## config.mk

```make
export PLATFORM = sky130hd
export DESIGN_NAME = sbc_mode_ctrl
export DESIGN_NICKNAME = d
export VERILOG_FILES = /design/src/rtl/sbc_pkg.sv /design/src/rtl/sbc_mode_ctrl.sv
export SDC_FILE = /design/constraint.sdc
export NUM_CORES = 1
export LEC_CHECK = 0
export BUFFER_PORTS_ARGS = -buffer_cell sky130_fd_sc_hd__buf_2
export CAP_MARGIN = 20
export CORE_MARGIN = 2
export CORE_UTILIZATION = 30
export CTS_CLUSTER_DIAMETER = 60
export DETAILED_ROUTE_END_ITERATION = 8
export PLACE_DENSITY_LB_ADDON = 0.15
export SLEW_MARGIN = 40
export SYNTH_ARGS = -nofsm -noshare
export SYNTH_HDL_FRONTEND = slang
export SYNTH_SLANG_ARGS = --single-unit
```

## constraint.sdc

```tcl
create_clock -name mclk -period 2.1 [get_ports mclk]
set_clock_uncertainty 0.1 [all_clocks]
set_input_delay 0.105 -clock mclk [delete_from_list [all_inputs] [get_ports mclk]]
set_output_delay 0.105 -clock mclk [all_outputs]
set_load 0.005 [all_outputs]
```

## src/rtl/sbc_pkg.sv

```systemverilog
package sbc_pkg;
	// ==========
	// control word field positions
	localparam int CW_HS1 = 1;
	localparam int CW_HS2 = 2;
	localparam int CW_HS3 = 3;
	localparam int CW_LS1 = 5;
	localparam int CW_LS2 = 6;
	localparam int CW_MODE_LO = 9;
	localparam int CW_MODE_HI = 10;
	localparam int CW_PWM_EN = 11;
	localparam int CW_CYC_LO = 12;
	localparam int CW_CYC_HI = 13;
	localparam logic [15:0] CW_RESET = 16'h0000;
	// ==========
	// mode codes on mode_bit_high, mode_bit_low
	localparam logic [1:0] MODE_NORMAL = 2'h3;
	localparam logic [1:0] MODE_CYCLIC = 2'h2;
	localparam logic [1:0] MODE_RXONLY = 2'h1;
	localparam logic [1:0] MODE_STANDBY = 2'h0;
	// ==========
	// cyclic wake period in 512us ticks
	localparam logic [1:0] CYC_NONE = 2'h3;
	localparam logic [8:0] CYC_P0 = 9'd94;
	localparam logic [8:0] CYC_P1 = 9'd188;
	localparam logic [8:0] CYC_P2 = 9'd376;
	// ==========
	// timing
	localparam int MCLK_NS = 100;
	localparam int TICK_US = 512;
	localparam int TICK_CYC = (TICK_US * 1000) / MCLK_NS;
	localparam int LOW_MS = 64;
	localparam logic [8:0] LOW_TICKS =
		9'((LOW_MS * 1000 + TICK_US - 1) / TICK_US);
	localparam int DOM_US = 1000;
	localparam int DOM_CYC = (DOM_US * 1000) / MCLK_NS;
	localparam int FILT_ON_US = 40;
	localparam int FILT_OFF_US = 40;
	localparam logic [11:0] FILT_ON_CYC =
		12'((FILT_ON_US * 1000 + MCLK_NS - 1) / MCLK_NS);
	localparam logic [11:0] FILT_OFF_CYC =
		12'((FILT_OFF_US * 1000 + MCLK_NS - 1) / MCLK_NS);
	// ==========
	// operating states, gray along the usual path
	typedef enum logic [2:0] {
		ST_STBY = 3'h0,
		ST_RXONLY = 3'h1,
		ST_NORMAL = 3'h3,
		ST_CYC_ON = 3'h2,
		ST_CYC_OFF = 3'h6
	} sbc_state_t;
endpackage

```

## src/rtl/sbc_mode_ctrl.sv

```systemverilog
// Overview of operation
// - power-up or watchdog reset enters battery standby
// - standby: transceiver off, bus wake drives rxd low
// - wake pin acts only in cyclic off state
// - undervoltage forces standby, or power down
// - each cyclic on entry starts long window
// - cyclic on: only high side switch 3 on
// - no trigger in long window gives watchdog reset
// - only pwm trigger moves cyclic on to off
// - cyclic off: switches, watchdog and spi off
// - cyclic off counts 512us ticks, then on
// - bits 13:12 pick 94, 188, 376, none
// - timer, bus wake or wake edge leave off
// - switch 1 follows bit 1, pwm gated
// - reset forces all selected switches off
// - function enables follow the mode table
// - low termination to vcc or battery per mode
// - filtered entry and exit of single wire
// - failed line loses termination, driver, receiver
// - failure flags held until next can word
// - flag bits 13 to 9 map failure groups
// - bit 0 on data out, cleared by csn rise
// - long dominant txd disables both drivers
// - bits 10:9 select the operating mode
// - receive only never drives the bus
`timescale 1ns/1ps
module sbc_mode_ctrl #(
	parameter int TICK_CYC_P = sbc_pkg::TICK_CYC,
	parameter int DOM_CYC_P = sbc_pkg::DOM_CYC
) (
	// clock and reset
	input wire logic mclk,
	input wire logic rst_n,
	// reset sources
	input wire logic por_evt,
	input wire logic wd_expire,
	input wire logic uv_reset,
	input wire logic supply_lost,
	// control word and host pins
	input wire logic [15:0] ctrl_word,
	input wire logic ctrl_load,
	input wire logic wd_trig_ok,
	input wire logic pwm_pin,
	input wire logic wake_pin,
	input wire logic csn,
	// can side
	input wire logic can_wake,
	input wire logic txd,
	input wire logic rx_diff,
	input wire logic rx_h_se,
	input wire logic rx_l_se,
	input wire logic line_h_fault,
	input wire logic line_l_fault,
	input wire logic [5:0] fail_grp,
	input wire logic can_word_start,
	// mode and resets out
	output sbc_pkg::sbc_state_t op_state,
	output logic wd_reset,
	output logic power_down,
	output logic long_window,
	output logic wd_spi_en,
	// transceiver
	output logic rxd,
	output logic rx_en,
	output logic tx_h_en,
	output logic tx_l_en,
	output logic low_line_termination,
	output logic low_term_en,
	output logic high_term_en,
	output logic [1:0] single_wire,
	// switches
	output logic high_side_switch_1,
	output logic high_side_switch_2,
	output logic high_side_switch_3,
	output logic low_side_switch_1,
	output logic low_side_switch_2,
	// diagnosis
	output logic [5:0] diag_fail,
	output logic bus_fail,
	output logic so_bit,
	output logic so_oe
);
	import sbc_pkg::*;

	// ==========
	// decode helpers
	function automatic sbc_state_t mode_state(input logic [1:0] m);
		case (m)
			MODE_NORMAL: mode_state = ST_NORMAL;
			MODE_CYCLIC: mode_state = ST_CYC_ON;
			MODE_RXONLY: mode_state = ST_RXONLY;
			default: mode_state = ST_STBY;
		endcase
	endfunction

	sbc_state_t st;
	sbc_state_t next_st;
	logic [15:0] ctrl;
	logic [12:0] div;
	logic [8:0] lw_cnt;
	logic [8:0] cyc_cnt;
	logic lw_act;
	logic wd_gen;
	logic wk_q;
	logic pwm_q;
	logic csn_q;
	logic wake_seen;
	logic [13:0] dom_cnt;
	logic dom_to;
	logic [1:0] line_off;

	wire tick = (div == 13'(TICK_CYC_P - 1));
	wire wd_any = wd_gen | wd_expire;
	wire sys_rst = por_evt | wd_any | uv_reset;
	wire wake_rise = wake_pin & ~wk_q;
	wire pwm_rise = pwm_pin & ~pwm_q;
	wire csn_rise = csn & ~csn_q;
	wire [1:0] req_mode = {ctrl_word[CW_MODE_HI], ctrl_word[CW_MODE_LO]};
	wire [1:0] cyc_sel = {ctrl[CW_CYC_HI], ctrl[CW_CYC_LO]};
	wire [8:0] cyc_per = (cyc_sel == 2'h0) ? CYC_P0 :
		(cyc_sel == 2'h1) ? CYC_P1 : CYC_P2;
	wire cyc_exp = tick & (cyc_sel != CYC_NONE) &
		(cyc_cnt == cyc_per - 9'h001);
	wire spi_on = (st != ST_CYC_OFF);
	wire sw_on = (st == ST_NORMAL) | (st == ST_RXONLY) | (st == ST_STBY);
	wire tx_on = (st == ST_NORMAL);
	wire rx_on = (st == ST_NORMAL) | (st == ST_RXONLY);
	wire on_entry = (st != ST_CYC_ON) & (next_st == ST_CYC_ON);
	wire rx_mux = line_off[0] ? rx_l_se :
		line_off[1] ? rx_h_se : rx_diff;
	wire hs1_src = ctrl[CW_PWM_EN] ? pwm_pin : 1'b1;

	// ==========
	// mode sequencing
	always_comb begin
		next_st = st;
		case (st)
			ST_CYC_ON: begin
				if (pwm_rise) begin
					next_st = ST_CYC_OFF;
				end else if (ctrl_load && req_mode != MODE_CYCLIC) begin
					next_st = mode_state(req_mode);
				end
			end
			ST_CYC_OFF: begin
				if (cyc_exp || can_wake || wake_rise) begin
					next_st = ST_CYC_ON;
				end
			end
			ST_NORMAL, ST_RXONLY, ST_STBY: begin
				if (ctrl_load) begin
					next_st = mode_state(req_mode);
				end
			end
			default: next_st = ST_STBY;
		endcase
	end

	always_ff @(posedge mclk) begin
		if (!rst_n || sys_rst) begin
			st <= ST_STBY;
		end else begin
			st <= next_st;
		end
	end

	// control word, cleared by any reset
	always_ff @(posedge mclk) begin
		if (!rst_n || sys_rst) begin
			ctrl <= CW_RESET;
		end else if (ctrl_load && spi_on) begin
			ctrl <= ctrl_word;
		end
	end

	// ==========
	// oscillator tick and edge history
	always_ff @(posedge mclk) begin
		if (!rst_n) begin
			div <= 13'h0000;
			wk_q <= 1'b0;
			pwm_q <= 1'b0;
			csn_q <= 1'b1;
		end else begin
			div <= tick ? 13'h0000 : div + 13'h0001;
			wk_q <= wake_pin;
			pwm_q <= pwm_pin;
			csn_q <= csn;
		end
	end

	// ==========
	// long open window and cyclic timer
	always_ff @(posedge mclk) begin
		if (!rst_n || sys_rst) begin
			lw_act <= 1'b0;
			lw_cnt <= 9'h000;
			wd_gen <= 1'b0;
		end else if (on_entry) begin
			lw_act <= 1'b1;
			lw_cnt <= 9'h000;
			wd_gen <= 1'b0;
		end else if (st != ST_CYC_ON || wd_trig_ok || pwm_rise) begin
			lw_act <= 1'b0;
			wd_gen <= 1'b0;
		end else begin
			if (lw_act && tick) begin
				lw_cnt <= lw_cnt + 9'h001;
			end
			wd_gen <= lw_act & tick & (lw_cnt == LOW_TICKS - 9'h001);
		end
	end

	always_ff @(posedge mclk) begin
		if (!rst_n || st != ST_CYC_OFF) begin
			cyc_cnt <= 9'h000;
		end else if (tick) begin
			cyc_cnt <= cyc_cnt + 9'h001;
		end
	end

	// ==========
	// bus wake report and dominant timeout
	always_ff @(posedge mclk) begin
		if (!rst_n || rx_on) begin
			wake_seen <= 1'b0;
		end else if (can_wake) begin
			wake_seen <= 1'b1;
		end
	end

	always_ff @(posedge mclk) begin
		if (!rst_n || txd) begin
			dom_cnt <= 14'h0000;
			dom_to <= 1'b0;
		end else if (dom_cnt == 14'(DOM_CYC_P - 1)) begin
			dom_to <= 1'b1;
		end else begin
			dom_cnt <= dom_cnt + 14'h0001;
		end
	end

	// ==========
	// single wire filters, 0 = high line, 1 = low line
	genvar gi;
	generate
		for (gi = 0; gi < 2; gi++) begin : g_filt
			logic [11:0] fcnt;
			wire fault = (gi == 0) ? line_h_fault : line_l_fault;
			wire [11:0] lim = line_off[gi] ? FILT_OFF_CYC : FILT_ON_CYC;
			always_ff @(posedge mclk) begin
				if (!rst_n) begin
					fcnt <= 12'h000;
					line_off[gi] <= 1'b0;
				end else if (fault == line_off[gi]) begin
					fcnt <= 12'h000;
				end else if (fcnt == lim - 12'h001) begin
					fcnt <= 12'h000;
					line_off[gi] <= fault;
				end else begin
					fcnt <= fcnt + 12'h001;
				end
			end
		end
	endgenerate

	// ==========
	// diagnosis flags
	always_ff @(posedge mclk) begin
		if (!rst_n) begin
			diag_fail <= 6'h00;
			bus_fail <= 1'b0;
			so_bit <= 1'b0;
		end else begin
			diag_fail <= fail_grp |
				(can_word_start ? 6'h00 : diag_fail);
			bus_fail <= (|fail_grp) | (csn_rise ? 1'b0 : bus_fail);
			so_bit <= (|fail_grp) | (csn_rise ? 1'b0 : bus_fail);
		end
	end
	assign so_oe = ~csn;

	// ==========
	// registered outputs
	always_ff @(posedge mclk) begin
		if (!rst_n) begin
			rxd <= 1'b1;
			rx_en <= 1'b0;
			tx_h_en <= 1'b0;
			tx_l_en <= 1'b0;
			low_line_termination <= 1'b0;
			low_term_en <= 1'b1;
			high_term_en <= 1'b1;
			single_wire <= 2'h0;
			wd_spi_en <= 1'b1;
			wd_reset <= 1'b0;
			power_down <= 1'b0;
			long_window <= 1'b0;
		end else begin
			rxd <= rx_on ? rx_mux : ~(wake_seen | can_wake);
			rx_en <= rx_on;
			tx_h_en <= tx_on & ~dom_to & ~line_off[0];
			tx_l_en <= tx_on & ~dom_to & ~line_off[1];
			low_line_termination <= rx_on;
			low_term_en <= ~line_off[1];
			high_term_en <= ~line_off[0];
			single_wire <= line_off;
			wd_spi_en <= spi_on;
			wd_reset <= wd_any;
			power_down <= supply_lost;
			long_window <= lw_act;
		end
	end

	always_ff @(posedge mclk) begin
		if (!rst_n || sys_rst) begin
			high_side_switch_1 <= 1'b0;
			high_side_switch_2 <= 1'b0;
			high_side_switch_3 <= 1'b0;
			low_side_switch_1 <= 1'b0;
			low_side_switch_2 <= 1'b0;
		end else begin
			high_side_switch_1 <= sw_on & ctrl[CW_HS1] & hs1_src;
			high_side_switch_2 <= sw_on & ctrl[CW_HS2];
			high_side_switch_3 <= sw_on ? ctrl[CW_HS3] :
				(st == ST_CYC_ON);
			low_side_switch_1 <= sw_on & ctrl[CW_LS1];
			low_side_switch_2 <= sw_on & ctrl[CW_LS2];
		end
	end
	assign op_state = st;

	// ==========
	// checks
	property p_rst_stby;
		@(posedge mclk) disable iff (!rst_n) sys_rst |=> st == ST_STBY;
	endproperty
	a_rst_stby: assert property (p_rst_stby) else $error("no standby");
	property p_stby_off;
		@(posedge mclk) disable iff (!rst_n)
		st == ST_STBY |=> !rx_en && !tx_h_en && !tx_l_en;
	endproperty
	a_stby_off: assert property (p_stby_off) else $error("xcvr on");
	property p_stby_hold;
		@(posedge mclk) disable iff (!rst_n)
		st == ST_STBY && !ctrl_load |=> st == ST_STBY;
	endproperty
	a_stby_hold: assert property (p_stby_hold) else $error("left stby");
	property p_lw;
		@(posedge mclk) disable iff (!rst_n)
		st != ST_CYC_ON ##1 st == ST_CYC_ON |=> lw_act || wd_trig_ok;
	endproperty
	a_lw: assert property (p_lw) else $error("no long window");
	property p_hs3;
		@(posedge mclk) disable iff (!rst_n)
		st == ST_CYC_ON && !sys_rst |=> high_side_switch_3 &&
			!high_side_switch_1 && !low_side_switch_1;
	endproperty
	a_hs3: assert property (p_hs3) else $error("cyclic switches");
	property p_off_pwm;
		@(posedge mclk) disable iff (!rst_n)
		st == ST_CYC_ON ##1 st == ST_CYC_OFF |-> $past(pwm_rise);
	endproperty
	a_off_pwm: assert property (p_off_pwm) else $error("bad off entry");
	property p_off_spi;
		@(posedge mclk) disable iff (!rst_n)
		st == ST_CYC_OFF |=> !wd_spi_en && !high_side_switch_3;
	endproperty
	a_off_spi: assert property (p_off_spi) else $error("spi on");
	property p_diag;
		@(posedge mclk) disable iff (!rst_n)
		!can_word_start |=>
			(diag_fail & $past(diag_fail)) == $past(diag_fail);
	endproperty
	a_diag: assert property (p_diag) else $error("flag lost");
	property p_bit0;
		@(posedge mclk) disable iff (!rst_n)
		csn_rise && fail_grp == 6'h00 |=> !bus_fail;
	endproperty
	a_bit0: assert property (p_bit0) else $error("bit0 kept");
	property p_dom;
		@(posedge mclk) disable iff (!rst_n)
		dom_to |=> !tx_h_en && !tx_l_en;
	endproperty
	a_dom: assert property (p_dom) else $error("driver on");
endmodule

```

==> impl_metrics.prom <==
# TYPE chip_impl_metric gauge
chip_impl_info{name="run_status",value="complete, no violations"} 1
chip_impl_metric{name="tns",unit="ns"} 0
chip_impl_metric{name="final_hold_viols",unit=""} 0
chip_impl_metric{name="post-cts-setup-buffer-count",unit=""} 0
chip_impl_metric{name="flop_to_flop_setup_slack",unit="ns"} 0.12
chip_impl_metric{name="final-setup-viol-count",unit=""} 0
chip_impl_metric{name="synth_top_area_share",unit="%"} 48.8
chip_impl_metric{name="worstRegToRegCells",unit=""} 7
chip_impl_info{name="tritoncts_clock_tree",value="built"} 1
chip_impl_info{name="rsz0062_at_grt",value="false"} 1
chip_impl_metric{name="port_buffers",unit=""} 64
chip_impl_metric{name="synthesis.instances",unit=""} 512
chip_impl_metric{name="antenna_diode_count",unit=""} 0
chip_impl_metric{name="fill_cells",unit=""} 1480
chip_impl_info{name="area_leader_netlist",value="sky130_fd_sc_hd__dfxtp_1"} 1
chip_impl_metric{name="std_cell_rows",unit=""} 45
chip_impl_metric{name="holdPathStages",unit=""} 4
chip_impl_info{name="synth_area_leaders",value="sky130_fd_sc_hd__dfxtp_1 49%, sky130_fd_sc_hd__nor2_1 6.2%, sky130_fd_sc_hd__xor2_1 6.2%"} 1
chip_impl_metric{name="worst_slew_margin_rel",unit="%"} 63.7
chip_impl_metric{name="core_area",unit="sq mm"} 0.0151
chip_impl_metric{name="yosys_register_bits",unit=""} 113
chip_impl_metric{name="synth-seq-area-share",unit="%"} 48.8
chip_impl_info{name="master_of_the_slowest_instance_on_the_critical_path",value="sky130_fd_sc_hd__or3_4"} 1
chip_impl_metric{name="clockBufferDepth",unit=""} 2
chip_impl_metric{name="floorplan.die_area",unit="sq mm"} 0.0165
chip_impl_metric{name="non_filler_cells_final",unit=""} 829
chip_impl_metric{name="routedWlPerCell",unit="microns"} 12.8
chip_impl_metric{name="syn_area",unit="sq mm"} 0.00464
chip_impl_metric{name="max_clock_freq",unit="GHz"} 0.506
chip_impl_metric{name="dieHeight",unit="microns"} 128
chip_impl_info{name="crit_path_end_kind",value="flip-flop"} 1
chip_impl_metric{name="tightest_slew",unit="ns"} 0.545
chip_impl_metric{name="worst-endpoint-required",unit="ns"} 2.32
chip_impl_metric{name="grt_start_max_net_pins",unit=""} 24
chip_impl_metric{name="synth.yosys.warnings",unit=""} 0
chip_impl_metric{name="insertion_delay",unit="ns"} 0.41
chip_impl_metric{name="synth_nets",unit=""} 560
chip_impl_metric{name="power_density",unit="mW/mm^2"} 839
chip_impl_info{name="worstPathCellList",value="ha_4, nand4_1, buf_4, nor4_4, nand2_2, or3_4, a221oi_2"} 1
chip_impl_metric{name="drc_errors",unit=""} 0
chip_impl_metric{name="gr-total-overflow",unit=""} 0
chip_impl_metric{name="clock_tree.htree_level_count",unit=""} 4
chip_impl_metric{name="leak_pwr",unit="nW"} 2.43
chip_impl_metric{name="final_net_count",unit=""} 676
chip_impl_info{name="cp_top_family",value="simple AND/OR/NAND/NOR gates"} 1
chip_impl_metric{name="ant_nets",unit=""} 0
chip_impl_metric{name="totalPowerFinal",unit="mW"} 5.18
chip_impl_info{name="hold_start",value="ctrl_load"} 1
chip_impl_metric{name="io_pins",unit=""} 71
chip_impl_info{name="reg2reg_to",value="lw_cnt[4]"} 1
chip_impl_info{name="yosys_most_used_dff",value="sky130_fd_sc_hd__dfxtp_1"} 1
chip_impl_metric{name="grtUsageTotal",unit="%"} 13.7
chip_impl_metric{name="first_global_vias",unit=""} 3737
chip_impl_metric{name="postLayoutCoreUtil",unit="%"} 40.8
chip_impl_metric{name="synthesis.area_per_instance",unit="sq um"} 9.06
chip_impl_metric{name="grt_antenna_before_repair",unit=""} 0
chip_impl_info{name="dominant_cell_by_count_in_the_synthesized_netlist",value="sky130_fd_sc_hd__dfxtp_1"} 1
chip_impl_metric{name="drt_wl_total",unit="microns"} 10600
chip_impl_metric{name="vias_per_cell",unit=""} 4.62
chip_impl_info{name="crit-reg2reg-launch",value="div[0]"} 1
chip_impl_metric{name="routed-via-count",unit=""} 3829
chip_impl_metric{name="synth.lib_cells_used.distinct",unit=""} 45
chip_impl_metric{name="timing.max_cap.violations",unit=""} 0
chip_impl_metric{name="initialDrtViolationCount",unit=""} 174
chip_impl_info{name="synth.top_cells.by_count",value="113 x sky130_fd_sc_hd__dfxtp_1, 77 x sky130_fd_sc_hd__nor2_1, 36 x sky130_fd_sc_hd__nand3_1"} 1
chip_impl_info{name="cp_startpoint",value="div[0]"} 1
chip_impl_metric{name="placement.cell_area",unit="sq mm"} 0.00523
chip_impl_metric{name="worst_setup_hold_path_clk_slew",unit="ns"} 0.05
chip_impl_metric{name="post_route_cell_area",unit="sq mm"} 0.00617
chip_impl_metric{name="cts_inserted_buffers",unit=""} 17
chip_impl_metric{name="proportion_of_layout_cells_with_a_drive_suffix_above_1",unit="%"} 19.7
chip_impl_info{name="setup.worst_path.class",value="flip-flop to flip-flop"} 1
chip_impl_metric{name="relative_area_change_from_synthesis_to_final_layout",unit="%"} 33.1
chip_impl_metric{name="number_of_enable_flip_flop_cells_after_synthesis",unit=""} 0
chip_impl_info{name="critical_path.startpoint_type",value="flip-flop"} 1
chip_impl_metric{name="placedCellCount",unit=""} 762
chip_impl_metric{name="cp.arrival",unit="ns"} 2.20
chip_impl_metric{name="timing.final.crit_share",unit="%"} 94.2
chip_impl_metric{name="gpl.final_weighted_congestion",unit=""} 0.800
chip_impl_metric{name="dp_hpwl",unit="microns"} 7100
chip_impl_metric{name="post-route-min-period",unit="ns"} 1.98
chip_impl_info{name="worstHoldEndpoint",value="op_state[1]"} 1
chip_impl_metric{name="critPathBufInv",unit=""} 1
chip_impl_metric{name="async_s_r_ff_share_synth",unit="%"} 0
chip_impl_metric{name="timing.critical_path.slowest_cell_delay",unit="ns"} 0.38
chip_impl_metric{name="timing.final.max_slew_violations",unit=""} 0
chip_impl_metric{name="grt_first_pass_wirelength",unit="microns"} 17800
chip_impl_metric{name="first_pass_iters",unit=""} 4
chip_impl_metric{name="worstPathMaxFanout",unit=""} 7
chip_impl_info{name="worst_hold_path_type",value="input pin to flip-flop"} 1
chip_impl_metric{name="vdd_ir_drop_max",unit="V"} 0.000547
chip_impl_info{name="clockRootBuffer",value="sky130_fd_sc_hd__clkbuf_16"} 1
chip_impl_metric{name="clock_sinks",unit=""} 113
chip_impl_metric{name="start_util",unit="%"} 30.6
chip_impl_metric{name="die_w",unit="microns"} 128
-- placed cells by master, fill, tap and decap left out, drive strengths merged, types with 7 or more instances in the layout --
cell type	n
buf	78
dlygate4sd3	35
nand4	16
ha	7
xnor2	21
and3	17
a21oi	25
and2	8
nand3	36
nor4	9
or3	10
nor2	77
dfxtp	113
o21ai	17
nor2b	8
xor2	33
inv	17
nand2	35
clkbuf	19
-- flip-flops by register name, summed over array words and instances, names as in the netlist, 2 cells and up --
register,cells
ctrl,8
cyc_cnt,9
diag_fail,6
div,13
dom_cnt,14
g_filt.fcnt,24
line_off,2
lw_cnt,9
op_state,3
single_wire,2
-- stage by stage --
step                      hold WS, ns  setup slack, ns
after detailed placement        0.216            0.111
after global placement          0.213            0.166
after CTS                      0.0142           0.0600
final                          0.0328            0.123
after floorplan                 0.122            0.171
after global routing           0.0456          0.00424
-- cell families (layout without fill, tap and decap cells) --
logic type      count (synthesis)  count (layout)  synth area share, %
mux                             6               6                 1.29
compound gates                 58              58                 7.80
simple gates                  243             243                 27.2
buf+inv                        31             160                 2.81
flops                         113             113                 48.8
fa+ha+maj                       7               7                 1.89
xor+xnor                       54              54                 10.2
-- worst register-to-register path, stage by stage (launching register included) --
cell and delay, ns:
sky130_fd_sc_hd__dfxtp_4 0.36, sky130_fd_sc_hd__ha_4 0.14, sky130_fd_sc_hd__nand4_1 0.07, sky130_fd_sc_hd__buf_4 0.18
sky130_fd_sc_hd__nor4_4 0.28, sky130_fd_sc_hd__nand2_2 0.12, sky130_fd_sc_hd__or3_4 0.38, sky130_fd_sc_hd__a221oi_2 0.25
-- final cells by class --
cell class	instances	area (sq um)	share of cell area (%)
inverters	15	56.3	0.912
multi-input cells	368	2270	36.7
well taps	188	235	3.81
clock buffers	19	433	7.01
flip-flops and latches	113	2270	36.7
repair buffers	113	776	12.6
clock inverters	13	138	2.23
-- power breakdown --
group | internal, mW | leakage [nW] | switching, mW | total (mW)
sequential | 2.18 | 0.917 | 0.0206 | 2.20
clock | 1.74 | 0.262 | 1.03 | 2.77
combinational | 0.117 | 1.25 | 0.101 | 0.217
-- worst max-delay path by stage --
stage                 to  slack (ns)  cells past startpoint
2_1_floorplan  lw_cnt[8]        0.17                      6
3_3_place_gp   lw_cnt[8]        0.17                      5
3_5_place_dp   lw_cnt[4]        0.11                      5
4_1_cts        lw_cnt[4]        0.06                      5
5_1_grt        lw_cnt[4]       0.004                      7
6_report       lw_cnt[4]        0.12                      7
-- routing by layer --
metal  global-route usage, %  vias up  routed length [microns]
li1                        -     1995                        -
met1                    17.2     1764                     5040
met2                    21.5       52                     4960
met3                    4.49       18                      371
met4                    6.59        0                      220
met5                       0        -                        0
-- what timing repair did --
item                                    in CTS  in global routing
endpoints found under the hold margin       29                  0
hold buffers                                35                  0
endpoints found under the setup margin       0                  2
gates resized for setup                      0                  7
No activity file was read; power rests on OpenSTA's default activity.
